[config.mk]
export PLATFORM = sky130hd
export DESIGN_NAME = mpi_interlock
export DESIGN_NICKNAME = d
export VERILOG_FILES = /design/src/mpi_pkg.sv /design/src/mpi_busy_counter.sv /design/src/mpi_interlock.sv
export SDC_FILE = /design/constraint.sdc
export NUM_CORES = 1
export LEC_CHECK = 0
export BUFFER_PORTS_ARGS = -buffer_cell sky130_fd_sc_hd__buf_2
export CELL_PAD_IN_SITES_DETAIL_PLACEMENT = 0
export CELL_PAD_IN_SITES_GLOBAL_PLACEMENT = 1
export CORE_MARGIN = 2
export CORE_UTILIZATION = 44
export DETAILED_ROUTE_END_ITERATION = 16
export PLACE_DENSITY_LB_ADDON = 0.12
export SYNTH_ARGS = -nofsm -noshare
export SYNTH_HDL_FRONTEND = slang
export SYNTH_SLANG_ARGS = --single-unit
[constraint.sdc]
create_clock -name clk -period 0.9 [get_ports clk]
set_input_delay 0.045 -clock clk [delete_from_list [all_inputs] [get_ports clk]]
set_output_delay 0.045 -clock clk [all_outputs]
set_load 0.1 [all_outputs]
[src/mpi_pkg.sv]
package mpi_pkg;

   // Classes of instruction that reach the memory access stage.
   typedef enum logic [3:0] {
      MPI_OP_OTHER     = 4'h0,
      MPI_OP_MACW      = 4'h1,
      MPI_OP_MACL      = 4'h2,
      MPI_OP_MULSW     = 4'h3,
      MPI_OP_DMULSL    = 4'h4,
      MPI_OP_STORE_REG = 4'h5,
      MPI_OP_STORE_MEM = 4'h6,
      MPI_OP_LOAD_REG  = 4'h7,
      MPI_OP_LOAD_MEM  = 4'h8
   } mpi_op_type;

   // Memory access stage sequencer.
   typedef enum logic [2:0] {
      MPI_ST_IDLE       = 3'h0,
      MPI_ST_PAIR_FIRST  = 3'h1,
      MPI_ST_PAIR_SECOND = 3'h2,
      MPI_ST_STRETCH     = 3'h3,
      MPI_ST_ACCESS      = 3'h4
   } mpi_state_type;

   // Width of the multiplier busy counter.
   localparam int unsigned MPI_CNT_W = 3;

   // Multiplier busy cycles after the final memory access stage.
   localparam logic [2:0] MPI_MACW_BUSY  = 3'h3;
   localparam logic [2:0] MPI_MACL_BUSY  = 3'h4;
   localparam logic [2:0] MPI_MULSW_BUSY = 3'h3;
   localparam logic [2:0] MPI_DMULS_BUSY = 3'h4;

   // A stretched access may start once the busy count is at or below these.
   localparam logic [2:0] MPI_LIM_STORE_MEM = 3'h1;
   localparam logic [2:0] MPI_LIM_OTHER     = 3'h2;

   localparam logic [2:0] MPI_CNT_ZERO = 3'h0;
   localparam logic [2:0] MPI_CNT_ONE  = 3'h1;

endpackage

[src/mpi_busy_counter.sv]
`timescale 1ns/100ps
module mpi_busy_counter #(
   parameter int unsigned CNT_W = 3
) (
   // Clock and reset
   input  wire logic             clk,
   input  wire logic             rstSync_n,
   input  wire logic             clkEn,
   // Load
   input  wire logic             load,
   input  wire logic [CNT_W-1:0] loadVal,
   // State
   output logic      [CNT_W-1:0] count_r,
   output logic                  busy_r
);

   logic [CNT_W-1:0] count_nxt;

   // A load wins over the decrement so back to back multiplies chain cleanly.
   always_comb begin
      count_nxt = count_r;
      if (load) begin
         count_nxt = loadVal;
      end else if (count_r != '0) begin
         count_nxt = count_r - CNT_W'(1);
      end
   end

   always_ff @(posedge clk or negedge rstSync_n) begin
      if (!rstSync_n) begin
         count_r <= '0;
         busy_r  <= 1'b0;
      end else if (clkEn) begin
         count_r <= count_nxt;
         busy_r  <= (count_nxt != '0);
      end
   end

endmodule

[src/mpi_interlock.sv]
`timescale 1ns/100ps
// What this block does
// - An accumulator store to memory gets one memory access that reads the multiplier and writes memory.
// - That store, meeting a busy multiplier after a word multiply-accumulate, waits until one cycle past the last busy cycle.
// - An accumulator load from a register gets a multiplier-write access, stretched to end with the multiplier.
// - An accumulator load from memory gets a memory-read and multiplier-write access, stretched likewise.
// - The long multiply-accumulate runs fetch, decode, operate, two memory accesses and four busy cycles.
// - Its second memory access reads the operand and hands the operands to the multiplier.
// - The multiplier stays busy for four cycles after the final access, regardless of slots.
// - The decode of the instruction after a long multiply-accumulate is held for exactly one slot.
// - A fetch contending with either access of the long multiply-accumulate splits the slot as usual.
// - An instruction that does not use the multiplier just proceeds after the one-slot decode hold.
// - An instruction that uses the multiplier, other than a multiply-accumulate, is interlocked against the busy multiplier.
// - The multiplier users are both multiply-accumulates, both signed multiplies and the accumulator loads and stores.
// - The second access of a multiply-accumulate is never stalled by leftover busy cycles.
module mpi_interlock #(
   parameter int unsigned CNT_W = mpi_pkg::MPI_CNT_W
) (
   // Clock, enable and reset
   input  wire logic               clk,
   input  wire logic               clkEn,
   input  wire logic               rst_n,
   // Instruction entering the memory access stage
   input  wire logic               accEnter,
   input  wire mpi_pkg::mpi_op_type accOp,
   // Fetch wants the bus in the next cycle
   input  wire logic               fetchReq,
   // Pipeline control
   output logic                    accReady_r,
   output logic                    holdDecode_r,
   output logic                    holdOperate_r,
   output logic                    busSplit_r,
   // Memory and multiplier strobes
   output logic                    memRead_r,
   output logic                    memWrite_r,
   output logic                    mulRead_r,
   output logic                    mulWrite_r,
   output logic                    mulBusy_r
);
   import mpi_pkg::*;

   logic          rstMeta_r;
   logic          rstSync_n;
   mpi_state_type state_r;
   mpi_state_type state_nxt;
   mpi_op_type    op_r;
   mpi_op_type    op_nxt;
   logic          split_nxt;
   logic          cntLoad;
   logic [CNT_W-1:0] cntLoadVal;
   logic [CNT_W-1:0] count;
   logic          pairAcc;
   logic          acc;

   function automatic logic usesMul(input mpi_op_type op);
      usesMul = (op != MPI_OP_OTHER);
   endfunction

   function automatic logic isMulAcc(input mpi_op_type op);
      isMulAcc = (op == MPI_OP_MACW) || (op == MPI_OP_MACL);
   endfunction

   // Store-to-memory needs the extra state past the busy period.
   function automatic logic needStretch(input mpi_op_type op, input logic [CNT_W-1:0] cnt);
      if (op == MPI_OP_STORE_MEM) begin
         needStretch = cnt > CNT_W'(MPI_LIM_STORE_MEM);
      end else begin
         needStretch = cnt > CNT_W'(MPI_LIM_OTHER);
      end
   endfunction

   always_ff @(posedge clk or negedge rst_n) begin
      if (!rst_n) begin
         rstMeta_r <= 1'b0;
         rstSync_n <= 1'b0;
      end else begin
         rstMeta_r <= 1'b1;
         rstSync_n <= rstMeta_r;
      end
   end

   mpi_busy_counter #(
      .CNT_W (CNT_W)
   ) u_busy (
      .clk       (clk),
      .rstSync_n (rstSync_n),
      .clkEn     (clkEn),
      .load      (cntLoad),
      .loadVal   (cntLoadVal),
      .count_r   (count),
      .busy_r    (mulBusy_r)
   );

   always_comb begin
      state_nxt  = state_r;
      op_nxt     = op_r;
      split_nxt  = 1'b0;
      cntLoad    = 1'b0;
      cntLoadVal = '0;
      unique case (state_r)
         MPI_ST_IDLE: begin
            if (accEnter) begin
               op_nxt = accOp;
               if (isMulAcc(accOp)) begin
                  state_nxt = MPI_ST_PAIR_FIRST;
                  split_nxt = fetchReq;
               end else if (usesMul(accOp)) begin
                  // Multiplier users stretch until the busy count is at or below their limit.
                  state_nxt = needStretch(accOp, count) ? MPI_ST_STRETCH
                                                       : MPI_ST_ACCESS;
               end
            end
         end
         MPI_ST_PAIR_FIRST: begin
            if (!busSplit_r) begin
               state_nxt = MPI_ST_PAIR_SECOND;
               split_nxt = fetchReq;
            end
         end
         MPI_ST_PAIR_SECOND: begin
            // No busy check here: leftover busy cycles never stall this access.
            if (!busSplit_r) begin
               state_nxt  = MPI_ST_IDLE;
               cntLoad    = 1'b1;
               cntLoadVal = (op_r == MPI_OP_MACL) ? CNT_W'(MPI_MACL_BUSY) : CNT_W'(MPI_MACW_BUSY);
            end
         end
         MPI_ST_STRETCH: begin
            if (!needStretch(op_r, count)) begin
               state_nxt = MPI_ST_ACCESS;
            end
         end
         MPI_ST_ACCESS: begin
            state_nxt = MPI_ST_IDLE;
            if (op_r == MPI_OP_MULSW) begin
               cntLoad    = 1'b1;
               cntLoadVal = CNT_W'(MPI_MULSW_BUSY);
            end else if (op_r == MPI_OP_DMULSL) begin
               cntLoad    = 1'b1;
               cntLoadVal = CNT_W'(MPI_DMULS_BUSY);
            end
         end
         default: begin
            state_nxt = MPI_ST_IDLE;
         end
      endcase
      pairAcc = ((state_nxt == MPI_ST_PAIR_FIRST) || (state_nxt == MPI_ST_PAIR_SECOND)) && !split_nxt;
      acc    = (state_nxt == MPI_ST_ACCESS);
   end

   always_ff @(posedge clk or negedge rstSync_n) begin
      if (!rstSync_n) begin
         state_r    <= MPI_ST_IDLE;
         op_r       <= MPI_OP_OTHER;
         busSplit_r <= 1'b0;
      end else if (clkEn) begin
         state_r    <= state_nxt;
         op_r       <= op_nxt;
         busSplit_r <= split_nxt;
      end
   end

   // Strobes are registered from the next state so they line up with it.
   always_ff @(posedge clk or negedge rstSync_n) begin
      if (!rstSync_n) begin
         memRead_r  <= 1'b0;
         memWrite_r <= 1'b0;
         mulRead_r  <= 1'b0;
         mulWrite_r <= 1'b0;
      end else if (clkEn) begin
         memRead_r  <= pairAcc || (acc && (op_nxt == MPI_OP_LOAD_MEM));
         memWrite_r <= acc && (op_nxt == MPI_OP_STORE_MEM);
         mulRead_r  <= acc && ((op_nxt == MPI_OP_STORE_REG) || (op_nxt == MPI_OP_STORE_MEM));
         mulWrite_r <= (pairAcc && (state_nxt == MPI_ST_PAIR_SECOND))
                       || (acc && (op_nxt != MPI_OP_STORE_REG)
                           && (op_nxt != MPI_OP_STORE_MEM));
      end
   end

   always_ff @(posedge clk or negedge rstSync_n) begin
      if (!rstSync_n) begin
         accReady_r    <= 1'b1;
         holdDecode_r  <= 1'b0;
         holdOperate_r <= 1'b0;
      end else if (clkEn) begin
         accReady_r    <= (state_nxt == MPI_ST_IDLE);
         // The one-slot decode hold is tied to entry, so a split does not lengthen it.
         holdDecode_r  <= (state_nxt == MPI_ST_STRETCH)
                          || ((state_r == MPI_ST_IDLE) && (state_nxt == MPI_ST_PAIR_FIRST)
                              && (op_nxt == MPI_OP_MACL));
         holdOperate_r <= (state_nxt == MPI_ST_STRETCH);
      end
   end

   property p_store_one_past;
      @(posedge clk) disable iff (!rstSync_n || !clkEn)
      (state_r == MPI_ST_ACCESS) && (op_r == MPI_OP_STORE_MEM) |-> (count == '0);
   endproperty
   a_store_one_past: assert property (p_store_one_past) else $error("store access overlaps busy multiplier");

   property p_store_strobes;
      @(posedge clk) disable iff (!rstSync_n)
      (state_r == MPI_ST_ACCESS) && (op_r == MPI_OP_STORE_MEM) |-> memWrite_r && mulRead_r;
   endproperty
   a_store_strobes: assert property (p_store_strobes) else $error("store access lacks strobes");

   property p_load_reg_ends;
      @(posedge clk) disable iff (!rstSync_n || !clkEn)
      (state_r == MPI_ST_ACCESS) && (op_r == MPI_OP_LOAD_REG) && ($past(state_r) == MPI_ST_STRETCH)
      |-> (count == CNT_W'(MPI_CNT_ONE)) && mulWrite_r;
   endproperty
   a_load_reg_ends: assert property (p_load_reg_ends) else $error("load access not on last busy cycle");

   property p_load_mem_strobes;
      @(posedge clk) disable iff (!rstSync_n)
      (state_r == MPI_ST_ACCESS) && (op_r == MPI_OP_LOAD_MEM) |-> memRead_r && mulWrite_r && !memWrite_r;
   endproperty
   a_load_mem_strobes: assert property (p_load_mem_strobes) else $error("memory load strobes wrong");

   property p_pair_first_then_second;
      @(posedge clk) disable iff (!rstSync_n || !clkEn)
      (state_r == MPI_ST_PAIR_FIRST) && !busSplit_r ##1 clkEn |-> (state_r == MPI_ST_PAIR_SECOND);
   endproperty
   a_pair_first_then_second: assert property (p_pair_first_then_second) else $error("second access skipped");

   property p_pair_second_strobes;
      @(posedge clk) disable iff (!rstSync_n)
      (state_r == MPI_ST_PAIR_SECOND) && !busSplit_r |-> memRead_r && mulWrite_r;
   endproperty
   a_pair_second_strobes: assert property (p_pair_second_strobes) else $error("operands not handed over");

   // A following multiply-accumulate may reload the counter early, so such runs are left out.
   property p_long_busy_count;
      @(posedge clk) disable iff (!rstSync_n || !clkEn)
      (state_r == MPI_ST_PAIR_SECOND) && !busSplit_r && (op_r == MPI_OP_MACL)
      ##1 (clkEn && !cntLoad) [*3] ##1 clkEn
      |-> (count == CNT_W'(MPI_CNT_ONE)) && $past(mulBusy_r, 3);
   endproperty
   a_long_busy_count: assert property (p_long_busy_count) else $error("long busy period not four cycles");

   property p_decode_one_slot;
      @(posedge clk) disable iff (!rstSync_n || !clkEn)
      (state_r == MPI_ST_PAIR_FIRST) && (op_r == MPI_OP_MACL) && ($past(state_r) == MPI_ST_IDLE)
      |-> holdDecode_r ##1 (clkEn -> !holdDecode_r);
   endproperty
   a_decode_one_slot: assert property (p_decode_one_slot) else $error("decode hold not one slot");

   property p_split_one_cycle;
      @(posedge clk) disable iff (!rstSync_n || !clkEn)
      busSplit_r ##1 clkEn |-> !busSplit_r && (state_r == $past(state_r));
   endproperty
   a_split_one_cycle: assert property (p_split_one_cycle) else $error("split cycle malformed");

   property p_second_no_stall;
      @(posedge clk) disable iff (!rstSync_n || !clkEn)
      (state_r == MPI_ST_PAIR_SECOND) && !busSplit_r ##1 clkEn |-> (state_r == MPI_ST_IDLE);
   endproperty
   a_second_no_stall: assert property (p_second_no_stall) else $error("second access stalled");

   property p_stretch_holds;
      @(posedge clk) disable iff (!rstSync_n)
      (state_r == MPI_ST_STRETCH) |-> holdDecode_r && holdOperate_r && !accReady_r;
   endproperty
   a_stretch_holds: assert property (p_stretch_holds) else $error("younger stages not held");

   property p_other_passes;
      @(posedge clk) disable iff (!rstSync_n || !clkEn)
      (state_r == MPI_ST_IDLE) && accEnter && (accOp == MPI_OP_OTHER) ##1 clkEn |-> accReady_r;
   endproperty
   a_other_passes: assert property (p_other_passes) else $error("plain instruction stalled");

   c_store_stretch: cover property (@(posedge clk) disable iff (!rstSync_n)
      (state_r == MPI_ST_STRETCH) && (op_r == MPI_OP_STORE_MEM) ##1 (state_r == MPI_ST_ACCESS));
   c_long_pair: cover property (@(posedge clk) disable iff (!rstSync_n)
      (state_r == MPI_ST_PAIR_SECOND) && (op_r == MPI_OP_MACL) && !busSplit_r);
   c_split: cover property (@(posedge clk) disable iff (!rstSync_n)
      busSplit_r && (state_r == MPI_ST_PAIR_SECOND));
   c_load_stretch: cover property (@(posedge clk) disable iff (!rstSync_n)
      (state_r == MPI_ST_STRETCH) && (op_r == MPI_OP_LOAD_MEM));

endmodule

# After elaboration in Yosys (flattened, before gate mapping)
# Index checks and enable logic that the tools add are counted.
# op_classes
addsub	1
n_mul	0
div	0
magnitude_cmp	2
eq_ne	21
n_shift	0
muxes	32
bitwise_logic	0
n_reduce_logical	21
# ops
cell	n
$mux 3	13
$eq 4x3->1 const B	5
$eq 4x2->1 const B	4
$mux 1	13
$eq 3x2->1 const B	4
$pmux 3 s4	1
$logic_and 1x1->1	9
$mux 4	2
$ne 4x3->1 const B	2
$eq 3x1->1 const B	2
$eq 3x3->1 const B	2
$logic_not 3->1	2
$logic_or 1x1->1	6
$pmux 3 s2	1
$reduce_bool 3->1	2
$eq 4x1->1 const B	1
$eq 4x4->1 const B	1
$pmux 1 s2	2
$reduce_bool 4->1	1
$gt 3x1->1 const B	1
$gt 3x2->1 const B	1
$sub 3x1->3 const B	1
$logic_not 1->1	1
# word_totals
reg_bits	21
latch_bits	0
ramBits	0
mem_bits_ro	0
in_bits	9
out_inout_bits	9
n_memories	0

# Depth between registers and ports, before layout
# Gate-level depths: netlist of the first run.
# depth
word_depth	16
depth_mapped	7
ltp_nobuf	7

# Cells and area by module
# Synthesis of the first run repeated with hierarchy kept, for this count alone.
# unflattened
cells_unflattened	143
hier_area_um2	1350.0
# by_module_without_submodules
module	instances	cells_each	area_each_um2
mpi_interlock	1	118	1107.3
mpi_busy_counter	1	25	242.7

# Worst setup path before layout of the first run
# Ideal clock, no wire load.
# synth_timing
kind	register to register
startpoint	register busSplit_r
endpoint	register u_busy.count_r[1]
setup_ps	121
t_arrival_ps	1802
setup_slack_ps	-1023
path_stages_with_launch	5
n_path_buf	0
synth_period_minus_slack_ps	1923
cell_sequence	dfrtp_1 > or3b_1 > a21oi_2 > o21ai_1 > a22o_1
# synth_between
elab_chain_cells	3
elab_cells_between_ends	5
classes_between	mux: 5
# synth_lines
element	line	text
start, declared	mpi_interlock.sv:32	output logic busSplit_r,
start signal, assigned	mpi_interlock.sv:159	busSplit_r <= split_nxt;
$mux 3 or $mux 1 (tied branches)	mpi_interlock.sv:122	if (!busSplit_r) begin
$pmux 3 s2 or $pmux 1 s2 (tied branches)	mpi_interlock.sv:100	unique case (state_r)
$mux 3 (*)	mpi_busy_counter.sv:22	if (load) begin
end signal, assigned	mpi_busy_counter.sv:34	count_r <= count_nxt;
end, declared	mpi_busy_counter.sv:13	output logic [CNT_W-1:0] count_r,
# Mark *: on every way between the ends. The rest lies on a longest branch, timed or not.
# A chain may end at the register's enable or synchronous reset.

# Final worst setup path of the first run
# layout_timing
startpoint	register state_r[0]
endpoint	register memRead_r
# layout_between
elab_chain_cells	8
elab_cells_between_ends	22
classes_between	eq/ne: 7; mux: 9; reduce/logical: 6
# layout_lines
element	line	text
start, declared	mpi_interlock.sv:44	mpi_state_type state_r;
start signal, assigned	mpi_interlock.sv:157	state_r <= state_nxt;
$mux 3	mpi_interlock.sv:107	end else if (usesMul(accOp)) begin
$mux 3	mpi_interlock.sv:104	if (isMulAcc(accOp)) begin
$mux 3	mpi_interlock.sv:102	if (accEnter) begin
$pmux 3 s4	mpi_interlock.sv:100	
$eq 3x1->1 or $eq 3x2->1 (tied branches)	mpi_interlock.sv:147	pairAcc = ((state_nxt == MPI_ST_PAIR_FIRST) || (state_nxt == MPI_ST_PAIR_SECOND)) && !split_nxt;
$logic_or 1x1->1	mpi_interlock.sv:147	
$logic_and 1x1->1	mpi_interlock.sv:147	
$logic_or 1x1->1 (*)	mpi_interlock.sv:171	memRead_r <= pairAcc || (acc && (op_nxt == MPI_OP_LOAD_MEM));
end signal, assigned	mpi_interlock.sv:171	
end, declared	mpi_interlock.sv:34	output logic memRead_r,
# Marked as above.

==> results.cfg, run 1 <==
[clock_tree]
cts_max_level = 1
clk_pin_slew_worst_paths_ns = 0.13
cts_made_buffers = 3
clockRootBuffer = clkbuf_4
clock_path_buffers = 2
clock_sinks = 21
cts_tree = built
clk_latency_ns = 0.32

[synth]
synth_edf_count = 0
synth-main-ff-cell = dfrtp_1
synth_top_area_share = 0.363
syn_area_per_cell_um2 = 9.57
synthCells = 144
synth_area_leaders = dfrtp_1 36%, mux2_2 4.1%, nand2_1 3.5%
synth_fp_nets = 156
seq_area_frac_synth = 0.382
yosysWarnings = 0
synth_area_leader_cell = dfrtp_1
async_flop_share = 1.00
synth-seq-cells = 21
yosys.cell_types.count = 53
syn_area_um2 = 1380

[floorplanning]
core_area_um2 = 3000
row_count = 20
initial_core_util = 0.459
ioPinCount = 18
dieHeight_um = 60.0
dieWidth_um = 60.0
design.die.area_um2 = 3590

[finish]
nNetsFinal = 238
num_antenna_cells = 0
utilization = 0.790
mostFrequentLayoutCell = buf_4
area_delta_synth_final_pct = 72.2
fillers = 190
final_cell_mix = 52 x buf_4, 11 x nand2_1, 11 x nor2_1, 11 x buf_6
drive_gt1_frac = 0.622

[outcome]
status = complete, but fails checks
violations = setup timing

[routing]
viasPerCell = 5.70
wl_met2_mm = 2.18
wirelength_mm = 4.33
drc_errors = 0
num_vias = 1471
firstDrtPassIters = 4
postRouteAntennaNets = 0
wl_met1_mm = 1.88
highest_layer = met4
dr.first_iter.drc_count = 56
routedWlPerCell_um = 16.8
wl_met3_um = 142

[power]
cellPowerDensity_nw_per_um2 = 3650
p_total_mw = 8.65
p_leak_nw = 1.05
ir_drop_mv = 2.62

[sta]
whs_ns = 0.00973
maxSlewViolCount = 0
fin_crit_sh = 2.00
rsz0062_at_grt = true
final.setup.worst_slack_ns = -0.896
timing.fmax_mhz = 557
clock_skew_ns = 0.00665
tns_ns = -16.15
fin_crit_ns = 1.80
setup_viol = 28
hold_viol = 0

[critical_path]
start_kind = flop
worst-setup-path-type = reg2reg
cp-end-kind = flop
critPathMaxStageDelay_ns = 0.59
cp_top_family = compound AO/OA/AOI/OAI gates
path_buf_inv = 0
critPathSlowestCell = or4b_4
required_ns = 1.12
crit_chain = or4b_4 > o32a_1 > a31oi_1 > o21ai_1
worst_ep_arrival_time_ns = 2.01
cp_max_fo = 5

[placed_design]
place.gp.congestion = 0.810
dpl_worst_slack_ns = -0.954
io_buffers = 17
dp.final_hpwl_mm = 3.03

[global_routing]
grt_pass1_wl_mm = 6.79
grt_start_max_net_pins = 20
first_global_vias = 1511
gr-usage-all-layers = 0.254
grt-ovfl-total = 0
antenna_found_initial = 0

[worst_hold_path]
hold_path_class = in2async

[flow_run]
drv_cap = 0
[layout make-up]
type                    count  area (µm²)  share of cell area
repair buffers             83         779               0.329
multi-input cells         108         947               0.399
flip-flops and latches     21         543               0.229
clock buffers               3        22.5             0.00949
inverters                   9        33.8              0.0142
well taps                  33        41.3              0.0174
clock inverters             1        5.00             0.00211
[stage by stage]
step,std cells,area [µm²]
6_report,258,2370
3_5_place_dp,243,2040
5_1_grt,258,2370
4_1_cts,256,2310
3_3_place_gp,243,2040
2_1_floorplan,144,1400
[routing by layer]
metal | up-vias | track usage
met5 | - | 0
met2 | 33 | 0.441
met3 | 12 | 0.0325
li1 | 702 | -
met4 | 0 | 0.108
met1 | 724 | 0.313
[path summary, 6_finish.rpt]
| check | start | end | slack [ns] | cells after the start |
|---|---|---|---|---|
| setup / recovery | state_r[0]$_DFFE_PN0P_ | memRead_r$_DFFE_PN0P_ | -0.90 | 4 |
| hold / removal | rst_n | rstSync_n$_DFF_PN0_ | 0.01 | 2 |
| setup reg to reg | state_r[0]$_DFFE_PN0P_ | memRead_r$_DFFE_PN0P_ | -0.90 | 4 |
| hold reg to reg | rstSync_n$_DFF_PN0_ | holdDecode_r$_DFFE_PN0P_ | 0.22 | 1 |
| max in group asynchronous | rstSync_n$_DFF_PN0_ | accReady_r$_DFFE_PN1P_ | 0.41 | 1 |
| min in group clk | accOp[0] | op_r[0]$_DFFE_PN0P_ | 0.02 | 2 |
[where the power goes]
part | internal [mW] | leakage, nW | switching [mW]
Combinational | 3.19 | 0.790 | 3.27
Sequential | 1.35 | 0.243 | 0.358
Clock | 0.167 | 0.0177 | 0.313
Total | 4.70 | 1.05 | 3.94
[flip-flops by register name, summed over array words and instances, names as in the netlist]
name / count
op_r: 4
mulWrite_r: 1
rstSync_n: 1
u_busy.count_r: 3
u_busy.busy_r: 1
state_r: 3
mulRead_r: 1
memWrite_r: 1
busSplit_r: 1
holdDecode_r: 1
memRead_r: 1
accReady_r: 1
rstMeta_r: 1
holdOperate_r: 1
[cell usage after synthesis (2+ instances only)]
library cell,instances
o21ai_0,3
nand2_1,13
nand3b_1,3
mux2_2,5
nor2_1,12
a22oi_1,2
ha_1,3
dfrtp_1,20
o41ai_1,2
a22o_1,3
a21oi_1,8
o21ai_1,7
buf_2,2
nor4b_1,3
or3b_1,2
nor3_1,4
inv_1,9
o31ai_1,2
nor4b_4,2
a31oi_1,2
xor2_1,2
nor2b_1,2
clkbuf_1,3
[cells by family after synthesis]
| family | synth area share |
|---|---|
| AND/OR/NAND/NOR | 0.244 |
| AO/OA/AOI/OAI | 0.234 |
| flip-flops | 0.382 |
| buffers and inverters | 0.0481 |
| multiplexers | 0.0481 |
| adder cells (fa/ha/maj) | 0.0273 |
| XOR/XNOR | 0.0127 |
| other | 0.00272 |
[repair_timing]
| action | CTS | global route |
|---|---|---|
| endpoints found under the hold margin | 2 | 0 |
| pin swaps | 24 | 12 |
| setup endpoints to repair | 28 | 28 |
| buffers inserted | 8 | 2 |
| resized for setup | 40 | 10 |
| hold buffers | 1 | 0 |
Note: power is estimated with default switching activity, not from simulation.
==> inputs of run 2 (changes only) <==
Settings changed: MAX_ROUTING_LAYER from default to met4.
==> run 2 against run 1 <==
The flow still finishes with violations (setup timing). Global-route usage increased by 2.3 points. Non-clock buffer count is 4 higher. Sequential cell count unchanged. Cell area grew 1.7%. Total power rose by 3.4%. Final cell count grew 1.6%. Clock power hardly changed. Count of clock-buffer cells in the layout unchanged. First-iteration DRC count fell by 16%. Critical path type unchanged. Largest cell class unchanged.
==> results.cfg, run 2 (synthesis gave the netlist of run 1 again) <==
[routing]
routedWlPerCell_um = 18.1
wirelength_mm = 4.75
firstDrtPassIters = 4
postRouteAntennaNets = 0
drc_errors = 0
viasPerCell = 5.78
dr.first_iter.drc_count = 47
num_vias = 1515

[sta]
rsz0062_at_grt = true
tns_ns = -16.57
hold_viol = 0
maxSlewViolCount = 0
timing.fmax_mhz = 546
clock_skew_ns = 0.00631
fin_crit_sh = 2.03
fin_crit_ns = 1.83
setup_viol = 28
final.setup.worst_slack_ns = -0.930

[critical_path]
cp_top_family = compound AO/OA/AOI/OAI gates
critPathMaxStageDelay_ns = 0.59
critPathSlowestCell = or4b_4
required_ns = 1.10
crit_chain = or4b_4 > o32a_1 > a31oi_1 > o21ai_1
worst-setup-path-type = reg2reg
path_buf_inv = 0
cp-end-kind = flop
worst_ep_arrival_time_ns = 2.03
cp_max_fo = 5
start_kind = flop

[floorplanning]
ioPinCount = 18
dieWidth_um = 60.0
design.die.area_um2 = 3590
initial_core_util = 0.459
core_area_um2 = 3000
dieHeight_um = 60.0
row_count = 20

[power]
cellPowerDensity_nw_per_um2 = 3700
p_leak_nw = 1.07
p_clk_frac = 0.054
combPwrFrac = 0.742
p_total_mw = 8.94
p_sw_frac = 0.463
p_seq_frac = 0.204
p_switching_mw = 4.14
p_int_mw = 4.80
ir_drop_mv = 2.47

[clock_tree]
clock_sinks = 21
clk_latency_ns = 0.31
clockRootBuffer = clkbuf_4
cts_tree = built
cts_made_buffers = 3
clock_path_buffers = 2
cts_max_level = 1
clk_pin_slew_worst_paths_ns = 0.13

[finish]
drive_gt1_frac = 0.620
largest_reg_flops = 4
num_antenna_cells = 0
fillers = 173
mostFrequentLayoutCell = buf_4
final_cell_mix = 56 x buf_4, 13 x buf_6, 11 x nand2_1, 11 x nor2_1, 11 x dfrtp_2
final_design_area_no_fill_um2 = 2410
nNetsFinal = 242
max_flop_register = op_r
largest_registers = op_r: 4 flops, state_r: 3 flops, u_busy.count_r: 3 flops
utilization = 0.804
area_delta_synth_final_pct = 75.2

[global_routing]
grt_start_max_net_pins = 20
grt-ovfl-total = 0
antenna_found_initial = 0
grt_pass1_wl_mm = 7.17
gr-usage-all-layers = 0.277
first_global_vias = 1597

[placed_design]
dp.final_hpwl_mm = 2.95
placed_area_um2 = 2060
place.gp.congestion = 0.817
io_buffers = 17

[worst_hold_path]
hold_path_class = in2reg

[outcome]
status = complete, but fails checks
violations = setup timing

[flow_run]
drv_cap = 0
-- run 2: changes by cell type in the layout (fill, tap and decap cells not counted), sizes merged --
cell | previous run | this run
buf | 82 | 86
-- run 2: routing by layer --
| layer | GRT usage | routed length [µm] |
|---|---|---|
| met3 | 0.0325 | 168 |
| met2 | 0.494 | 2410 |
| met1 | 0.310 | 2010 |
| met4 | 0.114 | 160 |
| met5 | - | 0 |
-- run 2: power by group through the flow --
stage	clock, mW	sequential [mW]	combinational, mW
6_report	0.481	1.83	6.63
5_1_grt	0.514	1.87	7.02
4_1_cts	0.489	1.75	6.01
3_5_place_dp	0	1.76	5.28
3_3_place_gp	0	1.72	5.19
2_1_floorplan	0	2.57	2.16
-- run 2: worst paths after layout --
path | end | from | slack, ns | depth (start not counted)
max | memRead_r$_DFFE_PN0P_ | state_r[1]$_DFFE_PN0P_ | -0.93 | 4
min | op_r[0]$_DFFE_PN0P_ | accOp[0] | 0.01 | 2
max reg2reg | memRead_r$_DFFE_PN0P_ | state_r[1]$_DFFE_PN0P_ | -0.93 | 4
min reg2reg | u_busy.count_r[2]$_DFFE_PN0P_ | rstSync_n$_DFF_PN0_ | 0.21 | 1
max in group asynchronous | accReady_r$_DFFE_PN1P_ | rstSync_n$_DFF_PN0_ | 0.42 | 1
min in group asynchronous | rstSync_n$_DFF_PN0_ | rst_n | 0.03 | 2
-- run 2: area by class of cell --
class / instances / area [µm²] / share of cell area
Clock buffer: 3 / 22.5 / 0.00933
Sequential cell: 21 / 544 / 0.226
Clock inverter: 1 / 5.00 / 0.00207
Timing Repair Buffer: 87 / 797 / 0.330
Multi-Input combinational cell: 108 / 970 / 0.402
Tap cell: 33 / 41.3 / 0.0171
Inverter: 9 / 33.8 / 0.0140
-- run 2: worst register-to-register path: stages (launching register included) --
cell     delay, ns
dfrtp_2       0.49
or4b_4        0.59
o32a_1        0.39
a31oi_1       0.18
o21ai_1       0.08
-- run 2: through the flow --
| stage | hold WS (ns) | std cells | setup slack (ns) |
|---|---|---|---|
| global placement | -0.171 | 246 | -0.842 |
| finish | 0.0145 | 262 | -0.930 |
| global route | 0.0245 | 262 | -0.978 |
| CTS | 0.0144 | 260 | -0.852 |
| floorplan | -0.251 | 144 | -0.843 |
| detailed placement | -0.167 | 246 | -0.913 |
-- run 2: repair_timing --
action,4_1_cts,5_1_grt
gates resized for setup,33,20
setup buffers,9,2
endpoints found under the hold margin,2,0
hold buffers,1,0
pin swaps,16,19
endpoints found under the setup margin,28,28
==> inputs of run 3 (changes only) <==
==> constraint.sdc (replaced) <==
create_clock -name clk -period 0.9 [get_ports clk]
set_input_delay 0.045 -clock clk [delete_from_list [all_inputs] [get_ports clk]]
set_output_delay 0.045 -clock clk [all_outputs]
set_load 0.005 [all_outputs]
==> run 3 against run 2 <==
The run still ends with setup timing left. Via count down 6.5%. Count of clock-buffer cells in the layout unchanged. Sequential cell count unchanged. Hold slack better by 0.0030 ns. Core utilization down 9.2 points. Total power is 22% lower. Routed wire length decreased by 11%. Cell area decreased by 11%. Die area unchanged.
==> results.cfg, run 3 (synthesis gave the netlist of run 1 again) <==
[outcome]
status = complete, but fails checks
violations = setup timing

[power]
cellPowerDensity_nw_per_um2 = 3250
ir_drop_mv = 1.72
p_leak_nw = 0.972

[clock_tree]
clock_sinks = 21
clockRootBuffer = clkbuf_4
cts_made_buffers = 3
cts_max_level = 1
clock_path_buffers = 2
cts_tree = built
clk_pin_slew_worst_paths_ns = 0.13
clk_latency_ns = 0.31

[floorplanning]
row_count = 20
design.die.area_um2 = 3590
core_area_um2 = 3000
dieHeight_um = 60.0
ioPinCount = 18
dieWidth_um = 60.0
initial_core_util = 0.459

[routing]
routedWlPerCell_um = 17.0
wirelength_mm = 4.24
dr.first_iter.drc_count = 86
num_vias = 1416
viasPerCell = 5.66
drc_errors = 0
firstDrtPassIters = 4
postRouteAntennaNets = 0

[global_routing]
antenna_found_initial = 0
gr-usage-all-layers = 0.253
grt_pass1_wl_mm = 6.53
grt-ovfl-total = 0
first_global_vias = 1377
grt_start_max_net_pins = 20

[finish]
layout.area.seq_um2 = 531
largest_reg_flops = 4
final_cell_mix = 50 x buf_4, 17 x dfrtp_1, 15 x buf_2
area_delta_synth_final_pct = 55.1
multi_input_comb_area_um2 = 942
utilization = 0.712
final_design_area_no_fill_um2 = 2140
mostFrequentLayoutCell = buf_4
largest_registers = op_r: 4 flops, state_r: 3 flops, u_busy.count_r: 3 flops
num_antenna_cells = 0
max_flop_register = op_r
nNetsFinal = 230
fillers = 237
drive_gt1_frac = 0.539

[placed_design]
placed_area_um2 = 1860
dp.final_hpwl_mm = 2.98
dpl_worst_slack_ns = -0.898
place.gp.congestion = 0.881
io_buffers = 17

[sta]
setup_viol = 21
clock_skew_ns = 0.00798
final.setup.worst_slack_ns = -0.913
timing.fmax_mhz = 552
maxSlewViolCount = 0
fin_crit_ns = 1.81
fin_crit_sh = 2.01
tns_ns = -15.10
rsz0062_at_grt = true
whs_ns = 0.0175
hold_viol = 0

[critical_path]
crit_chain = or4b_4 > o32a_1 > a31oi_2 > o21ai_1
cp_max_fo = 5
path_buf_inv = 0
cp-end-kind = flop
cp_top_family = compound AO/OA/AOI/OAI gates
start_kind = flop
worst-setup-path-type = reg2reg
critPathSlowestCell = or4b_4
worst_ep_arrival_time_ns = 2.03
critPathMaxStageDelay_ns = 0.60
required_ns = 1.11

[flow_run]
drv_cap = 0

[worst_hold_path]
hold_path_class = in2async
-- run 3: cell type report --
type,count,share of cell area
Clock inverter,1,0.00234
Inverter,9,0.0158
Timing Repair Buffer,75,0.263
Multi-Input combinational cell,108,0.441
Clock buffer,3,0.0105
Sequential cell,21,0.248
Tap cell,33,0.0193
-- run 3: what timing repair did --
item,in CTS,in global routing
buffers inserted,3,4
resized for setup,26,13
endpoints found under the setup margin,22,28
hold buffers,1,0
pin swaps,9,8
hold endpoints to repair,2,0
-- run 3: metrics by stage --
step | cells | power, mW
after detailed placement | 238 | 5.45
after global placement | 238 | 5.35
after floorplan | 144 | 3.83
final | 250 | 6.95
after global routing | 250 | 7.40
after CTS | 246 | 6.39
-- run 3: final timing paths --
check                                       start                       end  slack (ns)  cells past startpoint
setup reg to reg           state_r[1]$_DFFE_PN0P_     memRead_r$_DFFE_PN0P_       -0.91                      4
setup / recovery           state_r[1]$_DFFE_PN0P_     memRead_r$_DFFE_PN0P_       -0.91                      4
hold reg to reg               rstSync_n$_DFF_PN0_  holdDecode_r$_DFFE_PN0P_        0.21                      1
min in group clk                         accOp[0]       op_r[0]$_DFFE_PN0P_        0.02                      2
hold / removal                              rst_n       rstSync_n$_DFF_PN0_        0.02                      2
max in group asynchronous     rstSync_n$_DFF_PN0_    accReady_r$_DFFE_PN1P_        0.42                      1
-- run 3: power by group --
group          switching [mW]  internal [mW]
Sequential              0.424           1.33
Clock                   0.315          0.166
Combinational            2.18           2.54
-- run 3: per-layer routing --
| metal | track usage | share of wire | vias up |
|---|---|---|---|
| li1 | - | - | 686 |
| met1 | 0.336 | 0.44 | 684 |
| met2 | 0.418 | 0.51 | 42 |
| met3 | 0.0216 | 0.035 | 4 |
| met4 | 0.0603 | 0.011 | 0 |
| met5 | - | 0 | - |
